## config.mk

```make
export PLATFORM = sky130hd
export DESIGN_NAME = pwm_gen_b_output_actions
export DESIGN_NICKNAME = d
export VERILOG_FILES = /design/src/rtl/pwm_gen_b_pkg.sv /design/src/rtl/action_apply.sv /design/src/rtl/pwm_gen_b_output_actions.sv
export SDC_FILE = /design/constraint.sdc
export NUM_CORES = 1
export LEC_CHECK = 0
export BUFFER_PORTS_ARGS = -buffer_cell sky130_fd_sc_hd__buf_4
export CORE_MARGIN = 1
export CORE_UTILIZATION = 31
export DETAILED_ROUTE_END_ITERATION = 10
export GPL_TIMING_DRIVEN = 0
export HOLD_SLACK_MARGIN = 0.05
export MAX_ROUTING_LAYER = met4
export PLACE_DENSITY = 0.73
export REMOVE_ABC_BUFFERS = 1
export SYNTH_ARGS = -nofsm -noshare
export SYNTH_HDL_FRONTEND = slang
export SYNTH_SLANG_ARGS = --single-unit
```

## constraint.sdc

```tcl
create_clock -name clk_i -period 2.7 [get_ports clk_i]
set_clock_uncertainty 0.1 [all_clocks]
set_input_delay 0 -clock clk_i [delete_from_list [all_inputs] [get_ports clk_i]]
set_output_delay 0 -clock clk_i [all_outputs]
set_load 0.02 [all_outputs]
```

## src/rtl/pwm_gen_b_pkg.sv

```systemverilog
// Constants for the generator B output-action block
package pwm_gen_b_pkg;
	localparam int          ADDR_W          = 32;
	localparam int          DATA_W          = 32;
	localparam int          ACT_W           = 2;
	localparam int          CNT_W_DEF       = 16;
	localparam logic [11:0] OFS_ACTION_CTRL = 12'h000;
	localparam logic [11:0] OFS_STATUS      = 12'h004;
	localparam logic [11:0] OFS_MASK        = 12'hFFC;
	localparam int          ACTION_CTRL_W   = 12;
	localparam int          FLD_ZERO_LSB    = 0;
	localparam int          FLD_LOAD_LSB    = 2;
	localparam int          FLD_CMP_AU_LSB  = 4;
	localparam int          FLD_CMP_AD_LSB  = 6;
	localparam int          FLD_CMP_BU_LSB  = 8;
	localparam int          FLD_CMP_BD_LSB  = 10;
	localparam int          STAT_OUT_BIT    = 0;
	localparam logic [11:0] ACTION_CTRL_RST = 12'h000;
	localparam logic        OUT_RST         = 1'b0;
	localparam logic [1:0]  ACT_HOLD        = 2'h0;
	localparam logic [1:0]  ACT_TOGGLE      = 2'h1;
	localparam logic [1:0]  ACT_LOW         = 2'h2;
	localparam logic [1:0]  ACT_HIGH        = 2'h3;
	localparam logic [1:0]  HTRANS_NONSEQ   = 2'h2;
	localparam logic        HRESP_OKAY      = 1'b0;

	typedef enum logic [1:0] {
		BUS_IDLE,
		BUS_WRITE,
		BUS_READ
	} bus_phase_t;

	// Pick one 2-bit action field out of the control word
	function automatic logic [1:0] field_of(input logic [11:0] word,
	                                        input int          lsb);
		field_of = word[lsb +: 2];
	endfunction
endpackage

```

## src/rtl/action_apply.sv

```systemverilog
// Applies one 2-bit action code to the output level
`timescale 1ns/1ns
`default_nettype none
module action_apply
	import pwm_gen_b_pkg::*;
(
	input  wire logic       level_i,
	input  wire logic       fire_i,
	input  wire logic [1:0] code_i,
	output logic            level_o
);
	always_comb begin
		level_o = level_i;
		if (fire_i) begin
			case (code_i)
				ACT_HOLD:   level_o = level_i;
				ACT_TOGGLE: level_o = ~level_i;
				ACT_LOW:    level_o = 1'b0;
				ACT_HIGH:   level_o = 1'b1;
				default:    level_o = level_i;
			endcase
		end
	end
endmodule
`default_nettype wire

```

## src/rtl/pwm_gen_b_output_actions.sv

```systemverilog
// Generator B output-action logic with its AHB-Lite register slave
//
// Operation
// - Comparator B match counting up applies bits 9:8, in up/down mode only.
// - Counter equal to comparator A while counting down applies bits 7:6.
// - Comparator A match counting up applies bits 5:4, in up/down mode only.
// - Counter equal to the load value applies bits 3:2.
// - Code 0 holds, 1 toggles, 2 drives low and 3 drives high.
// - Every action field is software read/write and resets to zero.
// - Counter equal to zero applies bits 1:0.
//
// Chosen here: the address map and the AHB-Lite slave port.
`timescale 1ns/1ns
`default_nettype none
module pwm_gen_b_output_actions
	import pwm_gen_b_pkg::*;
#(
	parameter int CNT_W = CNT_W_DEF
) (
	input  wire logic                       clk_i,
	input  wire logic                       rst_i,
	input  wire logic                       hsel_i,
	input  wire logic [pwm_gen_b_pkg::ADDR_W-1:0] haddr_i,
	input  wire logic [1:0]                 htrans_i,
	input  wire logic                       hwrite_i,
	input  wire logic [2:0]                 hsize_i,
	input  wire logic [pwm_gen_b_pkg::DATA_W-1:0] hwdata_i,
	input  wire logic                       hready_i,
	output logic      [pwm_gen_b_pkg::DATA_W-1:0] hrdata_o,
	output logic                            hreadyout_o,
	output logic                            hresp_o,
	input  wire logic                       cnt_en_i,
	input  wire logic [CNT_W-1:0]           cnt_i,
	input  wire logic                       count_down_i,
	input  wire logic                       up_down_mode_i,
	input  wire logic [CNT_W-1:0]           cmp_a_i,
	input  wire logic [CNT_W-1:0]           cmp_b_i,
	input  wire logic [CNT_W-1:0]           load_i,
	output logic                            gen_b_o
);
	import pwm_gen_b_pkg::*;

	logic [ACTION_CTRL_W-1:0] act_q;
	logic [ACTION_CTRL_W-1:0] act_d;
	bus_phase_t               phase_q;
	bus_phase_t               phase_d;
	logic [11:0]              addr_q;
	logic [11:0]              addr_d;
	logic [DATA_W-1:0]        rdata_q;
	logic [DATA_W-1:0]        rdata_d;
	logic                     out_q;
	logic                     out_d;
	logic                     hit_zero;
	logic                     hit_load;
	logic                     hit_a;
	logic                     hit_b;
	logic                     ev_zero;
	logic                     ev_load;
	logic                     ev_au;
	logic                     ev_ad;
	logic                     ev_bu;
	logic                     ev_bd;
	logic                     fire;
	logic [1:0]               sel_code;
	logic                     addr_phase;
	logic [11:0]              rd_addr;

	// Bus slave: zero wait states, always OKAY
	assign hreadyout_o = 1'b1;
	assign hresp_o     = HRESP_OKAY;
	assign hrdata_o    = rdata_q;
	assign gen_b_o     = out_q;

	assign addr_phase = hsel_i && hready_i && htrans_i == HTRANS_NONSEQ;
	assign rd_addr    = haddr_i[11:0] & OFS_MASK;

	always_comb begin
		phase_d = BUS_IDLE;
		addr_d  = addr_q;
		act_d   = act_q;
		rdata_d = rdata_q;
		if (phase_q == BUS_WRITE && addr_q == OFS_ACTION_CTRL) begin
			act_d = hwdata_i[ACTION_CTRL_W-1:0];
		end
		if (addr_phase) begin
			addr_d  = rd_addr;
			phase_d = hwrite_i ? BUS_WRITE : BUS_READ;
			if (!hwrite_i) begin
				// Read data comes from next-state so a write just before is seen
				case (rd_addr)
					OFS_ACTION_CTRL:
						rdata_d = {{(DATA_W-ACTION_CTRL_W){1'b0}}, act_d};
					OFS_STATUS:
						rdata_d = {{(DATA_W-1){1'b0}}, out_d};
					default:
						rdata_d = '0;
				endcase
			end
		end
	end

	always_ff @(posedge clk_i) begin
		if (rst_i) begin
			phase_q <= BUS_IDLE;
			addr_q  <= 12'h000;
			act_q   <= ACTION_CTRL_RST;
			rdata_q <= 32'h00000000;
		end else begin
			phase_q <= phase_d;
			addr_q  <= addr_d;
			act_q   <= act_d;
			rdata_q <= rdata_d;
		end
	end

	// Counter events, taken only on the counter's update strobe
	assign hit_zero = cnt_i == '0;
	assign hit_load = cnt_i == load_i;
	assign hit_a    = cnt_i == cmp_a_i;
	assign hit_b    = cnt_i == cmp_b_i;

	assign ev_zero = cnt_en_i && hit_zero;
	assign ev_load = cnt_en_i && hit_load;
	assign ev_au   = cnt_en_i && hit_a && up_down_mode_i && !count_down_i;
	assign ev_ad   = cnt_en_i && hit_a && count_down_i;
	assign ev_bu   = cnt_en_i && hit_b && up_down_mode_i && !count_down_i;
	assign ev_bd   = cnt_en_i && hit_b && count_down_i;

	// Coincident events: zero, then load, then B, then A
	always_comb begin
		fire     = 1'b1;
		sel_code = ACT_HOLD;
		if (ev_zero) begin
			sel_code = field_of(act_q, FLD_ZERO_LSB);
		end else if (ev_load) begin
			sel_code = field_of(act_q, FLD_LOAD_LSB);
		end else if (ev_bu) begin
			sel_code = field_of(act_q, FLD_CMP_BU_LSB);
		end else if (ev_bd) begin
			sel_code = field_of(act_q, FLD_CMP_BD_LSB);
		end else if (ev_au) begin
			sel_code = field_of(act_q, FLD_CMP_AU_LSB);
		end else if (ev_ad) begin
			sel_code = field_of(act_q, FLD_CMP_AD_LSB);
		end else begin
			fire = 1'b0;
		end
	end

	action_apply i_action_apply (
		.level_i (out_q),
		.fire_i  (fire),
		.code_i  (sel_code),
		.level_o (out_d)
	);

	always_ff @(posedge clk_i) begin
		if (rst_i) begin
			out_q <= OUT_RST;
		end else begin
			out_q <= out_d;
		end
	end
endmodule
`default_nettype wire

```

# Yosys cells after proc, flatten, opt, wreduce, memory -nomap -nowiden
# Cells that the tools add are included.
# op_classes
reduce_logical	20
n_div	0
muxes	17
add_sub_neg	0
bitwise	3
n_lt_le_gt_ge	0
n_shift	0
mul	0
eq_ne	9
# op_table
cell	count
16-bit equality test	3
12-bit logical NOT	2
12-bit case mux with 2 select lines	1
16-bit logical NOT	1
2-bit two-way mux	7
1-bit logical AND	13
12-bit two-way mux	1
10-bit by 1-bit equality test with 1-bit output, second input constant	1
1-bit two-way mux	7
2-bit equality test, second input constant	3
2-bit by 1-bit equality test with 1-bit output, second input constant	2
1-bit case mux with 4 select lines	1
1-bit inverter	3
2-bit logical NOT	1
2-bit AND reduction	1
2-bit OR reduction	1
1-bit logical NOT	1
# totals
input_bits	141
ram_bits	0
out_inout_bits	35
latch_bits	0
word_cells	54
regBits	57
memories	0
rom_bits	0

# Depth between registers and ports, before layout
# logic_depth
ltp_word	13
ltp_mapped	9
depth_no_buf	8

# Hierarchy
# A second synthesis with hierarchy kept.
# unflattened
cells_unflattened	276
hier_area_um2	2268.4
# modules_own_cells
mod	instances	seq_area_each_um2	area_per_inst_um2	cells_each
pwm_gen_b_output_actions	1	740.7	2243.4	273
action_apply	1	0.0	25.0	3

# Worst setup path before layout
# OpenSTA, ideal clock, no wires.
# synth_path
path_type	input-to-reg
startpoint	input cnt_i[13]
endpoint	register rdata_q[0] (netlist: hrdata_o[0])
required_ns	2.504
n_path_buf	1
cell_stages	9
arrival_time_ns	2.592
setup_ns	0.096
setup_slack_ns	-0.088
cell_sequence	buf_6 xor2_1 or4_4 or4_1 or3_1 a211o_1 a211oi_2 xnor2_1 o41ai_2
# synth_between
elab_chain_len	13
elab_cells_between_ends	33
cone_classes	eq/ne (6); mux (15); reduce/logical (12)
# synth_lines
item	line_no	text
start: declaration	pwm_gen_b_output_actions.sv:33	input wire logic [CNT_W-1:0] cnt_i,
16-bit equality test	pwm_gen_b_output_actions.sv:119	assign hit_a = cnt_i == cmp_a_i;
1-bit logical AND	pwm_gen_b_output_actions.sv:124, pwm_gen_b_output_actions.sv:125	
1-bit logical AND (on tied branches)	pwm_gen_b_output_actions.sv:125, pwm_gen_b_output_actions.sv:124	
2-bit two-way mux or 1-bit logical AND (tied branches)	pwm_gen_b_output_actions.sv:143, pwm_gen_b_output_actions.sv:124	
2-bit two-way mux	pwm_gen_b_output_actions.sv:141	end else if (ev_au) begin
2-bit two-way mux	pwm_gen_b_output_actions.sv:139	end else if (ev_bd) begin
2-bit two-way mux	pwm_gen_b_output_actions.sv:137	end else if (ev_bu) begin
2-bit two-way mux	pwm_gen_b_output_actions.sv:135	end else if (ev_load) begin
2-bit two-way mux	pwm_gen_b_output_actions.sv:133	if (ev_zero) begin
2-bit equality test, or another cell as far along	action_apply.sv:15	case (code_i)
1-bit case mux with 4 select lines	action_apply.sv:15	
1-bit two-way mux *	action_apply.sv:14	if (fire_i) begin
12-bit case mux with 2 select lines *	pwm_gen_b_output_actions.sv:90	case (rd_addr)
end signal: assignment	pwm_gen_b_output_actions.sv:112	rdata_q <= rdata_d;
end: declaration	pwm_gen_b_output_actions.sv:49	logic [DATA_W-1:0] rdata_q;
# Mark *: on every way between the ends. The rest lies on a longest branch, timed or not.
# A chain may end at the register's enable or synchronous reset.

# Final worst setup path
# Ends and elaborated chain as after synthesis.

==> out/qor.txt <==
P_int -> 1.03 mW
GP Congestion -> 0.858
vias in the first global route -> 2602
ranking of synthesized cells by area -> dfxtp_1, xor2_1, buf_4, xnor2_1, mux2i_1
all-layer global routing usage -> 19.4%
Hold Slack -> 0.270 ns
Sw Share -> 25.9%
H-tree depth -> 2
area leader, netlist -> dfxtp_1
Critical Path Max Stage Delay -> 0.55 ns
Mapped Area -> 2440 sq um
Mean Syn Cell Area -> 8.40 sq um
core area -> 7410 sq um
Clock power frac -> 35.3%
Post-synth EDFFs -> 0
# diodes -> 0
Setup Buffers After CTS -> 0
clk sinks -> 37
part of the power in registers -> 39.8%
top-area cell type share of the netlist area -> 30.4%
RSZ-0062 raised after global routing -> false
DR pass1 iterations -> 4
worst reg-to-reg setup slack -> 0.25 ns
Most common cell on crit path -> or4_4
clk slew on worst S/H paths -> 0.07 ns
min Tclk post-route -> 2.65 ns
WL per Instance -> 14.7 microns
Post-Syn Instances -> 290
Crit path buffers/inverters -> 1
DRT antenna net count -> 0
Max Fclk -> 0.377 GHz
Worst Reg-to-Reg Cells -> 5
via count -> 2558
CTS root buffer -> clkbuf_8
reg-to-reg endpoint -> act_q[11]
vias per inst -> 4.82
pin count of the biggest net entering global routing -> 29
Period Utilization, post-route -> 98.2%
count of input and output buffers -> 108
Top Family by Delay on Critical Path -> simple AND/OR/NAND/NOR gates
P per Cell Area -> 367 nW/um^2
Chip Height -> 90.7 microns
switching power -> 0.360 mW
drt drc -> 0
initial antenna violation count -> 0
clk_lat worst skew -> 0.28 ns
MaxCap Viol Count -> 0
HP Class -> in -> reg
first-pass GRT wire length -> 12600 microns
critical hold path startpoint -> count_down_i
worst-margin pin slew -> 0.865 ns
worst r2r src -> addr_q[5]
Ports -> 176
worst hold path depth -> 6
Synthesis Warnings -> 0
global route total overflow -> 0
final hold violations -> 0
Longest Clk Path Bufs -> 2
Die Footprint -> 8220 sq um
#FFs+latches synth -> 37
layout cells sized above 1 -> 28.9%
CP required -> 2.79 ns
Comb pwr share -> 24.9%
DP Worst Slack -> -0.279 ns
ys flop type -> dfxtp_1
DP HPWL -> 5920 microns
maximum vdd drop -> 428 uV
Final Max Tran Viols -> 0
1st-iter DRT viols -> 104
outcome -> complete, no violations
CP max stage cell -> or4_4
Slew headroom -> 42.1%
Inserted Clock Buffers -> 5
Starting Density -> 32.9%
Max FO, Critical Path -> 5
synth unique cells -> 46
Final WS setup -> 0.0480 ns
Net count, final -> 572
async set-reset flop share out of synthesis -> 0%
num rows -> 31
Seq/Total Area, Yosys -> 30.4%
Arrival @ worst endpoint -> 2.74 ns
worst-path cell chain -> buf_4, xor2_1, or4_4, or4_4, or3_1, a211o_1, a211oi_2, xnor2_2, o41ai_2
endpoints failing setup -> 0
Post-Route WL -> 7800 microns
area grow syn2layout -> 55.1%
Startpoint Class -> primary input
Setup crit end kind -> register
top post-synthesis cells by count -> dfxtp_1, xor2_1, nand2_1
worst hold endpoint -> gen_b_o
CTS tree -> yes
LEAKAGE -> 1.69 nW
Die Span X -> 90.7 microns
Setup Crit Path Kind -> in -> reg
==> layer usage <==
layer  up-vias  global-route usage, %  wire, microns
met1      1165                   23.5           3330
li1       1271                      -              -
met5         -                      -              0
met4         0                   2.96             70
met2       115                   34.3           3860
met3         7                   3.37            544
==> cells in the final DEF (no fill, tap or decap), drive strengths merged, types with 2 or more instances in the layout <==
master       count
xor2            37
clkbuf           7
xnor2           15
buf            108
inv              2
or2              2
mux2i           13
conb            22
nor4b            4
or4              4
dlygate4sd3     42
nor4            14
nand4            7
dfxtp           37
a22o            11
a21oi           14
nor3             7
o41ai            2
o21ai            3
nor3b            2
nand2           28
nand2b           2
o22ai            3
nor2            21
or3              2
nand3            6
==> power groups by stage <==
| stage | clock, mW | combinational (mW) | sequential (mW) |
|---|---|---|---|
| after detailed placement | 0 | 0.307 | 0.565 |
| after global placement | 0 | 0.307 | 0.565 |
| after global routing | 0.524 | 0.376 | 0.553 |
| after floorplan | 0 | 0.134 | 0.564 |
| after CTS | 0.497 | 0.342 | 0.552 |
| final | 0.489 | 0.345 | 0.553 |
==> stage by stage <==
stage	setup TNS (ns)	util (%)	power, mW	instance area, sq um	instances
floorplan	0	-	0.698	2290	274
global placement	-0.352	43.5	0.872	3220	481
detailed placement	-0.380	43.5	0.872	3230	481
CTS	0	50.8	1.39	3760	531
global route	0	51.0	1.45	3780	531
finish	0	51.0	1.39	3780	531
==> registers in the layout, summed over array words and instances, names as in the netlist <==
register / cells
act_q: 12
addr_q: 10
gen_b_o: 1
hrdata_o: 12
phase_q: 2
==> worst register-to-register path: cells and delay by family, from the launching register on <==
kind / cells / cell delay (ns)
multiplexers: 1 / 0.34
flip-flops: 1 / 0.31
buffers and inverters: 1 / 0.57
AND/OR/NAND/NOR: 3 / 1.01
==> what timing repair did <==
item,CTS,global route
hold buffers,42,0
gates resized for setup,0,3
setup endpoints to repair,0,1
hold endpoints to repair,35,0
==> kinds of logic after synthesis <==
group / count (synthesis) / share of synthesized area, %
xor+xnor: 52 / 18.7
mux: 13 / 5.34
simple gates: 106 / 23.2
compound gates: 42 / 12.5
buf+inv: 38 / 9.60
flops: 37 / 30.4
other cells: 2 / 0.308
==> cell type report <==
type / instances / area (sq um)
Clock inverter: 1 / 30.0
Sequential cell: 37 / 741
Inverter: 2 / 7.51
Clock buffer: 7 / 86.3
Multi-Input combinational cell: 235 / 1560
Tap cell: 99 / 124
Timing Repair Buffer: 150 / 1230
Fill cell: 726 / 3630
==> worst max path at each step <==
stage	from	to	slack (ns)	cells past startpoint
CTS	cnt_i[13]	hrdata_o[0]	0.02	9
detailed placement	cnt_i[13]	hrdata_o[0]	-0.28	9
global placement	cnt_i[13]	hrdata_o[0]	-0.25	9
global route	addr_q[5]	act_q[6]	0.006	5
floorplan	cnt_i[13]	hrdata_o[0]	0.03	8
finish	cnt_i[13]	hrdata_o[0]	0.05	9
No activity file was read; power rests on OpenSTA's default activity.
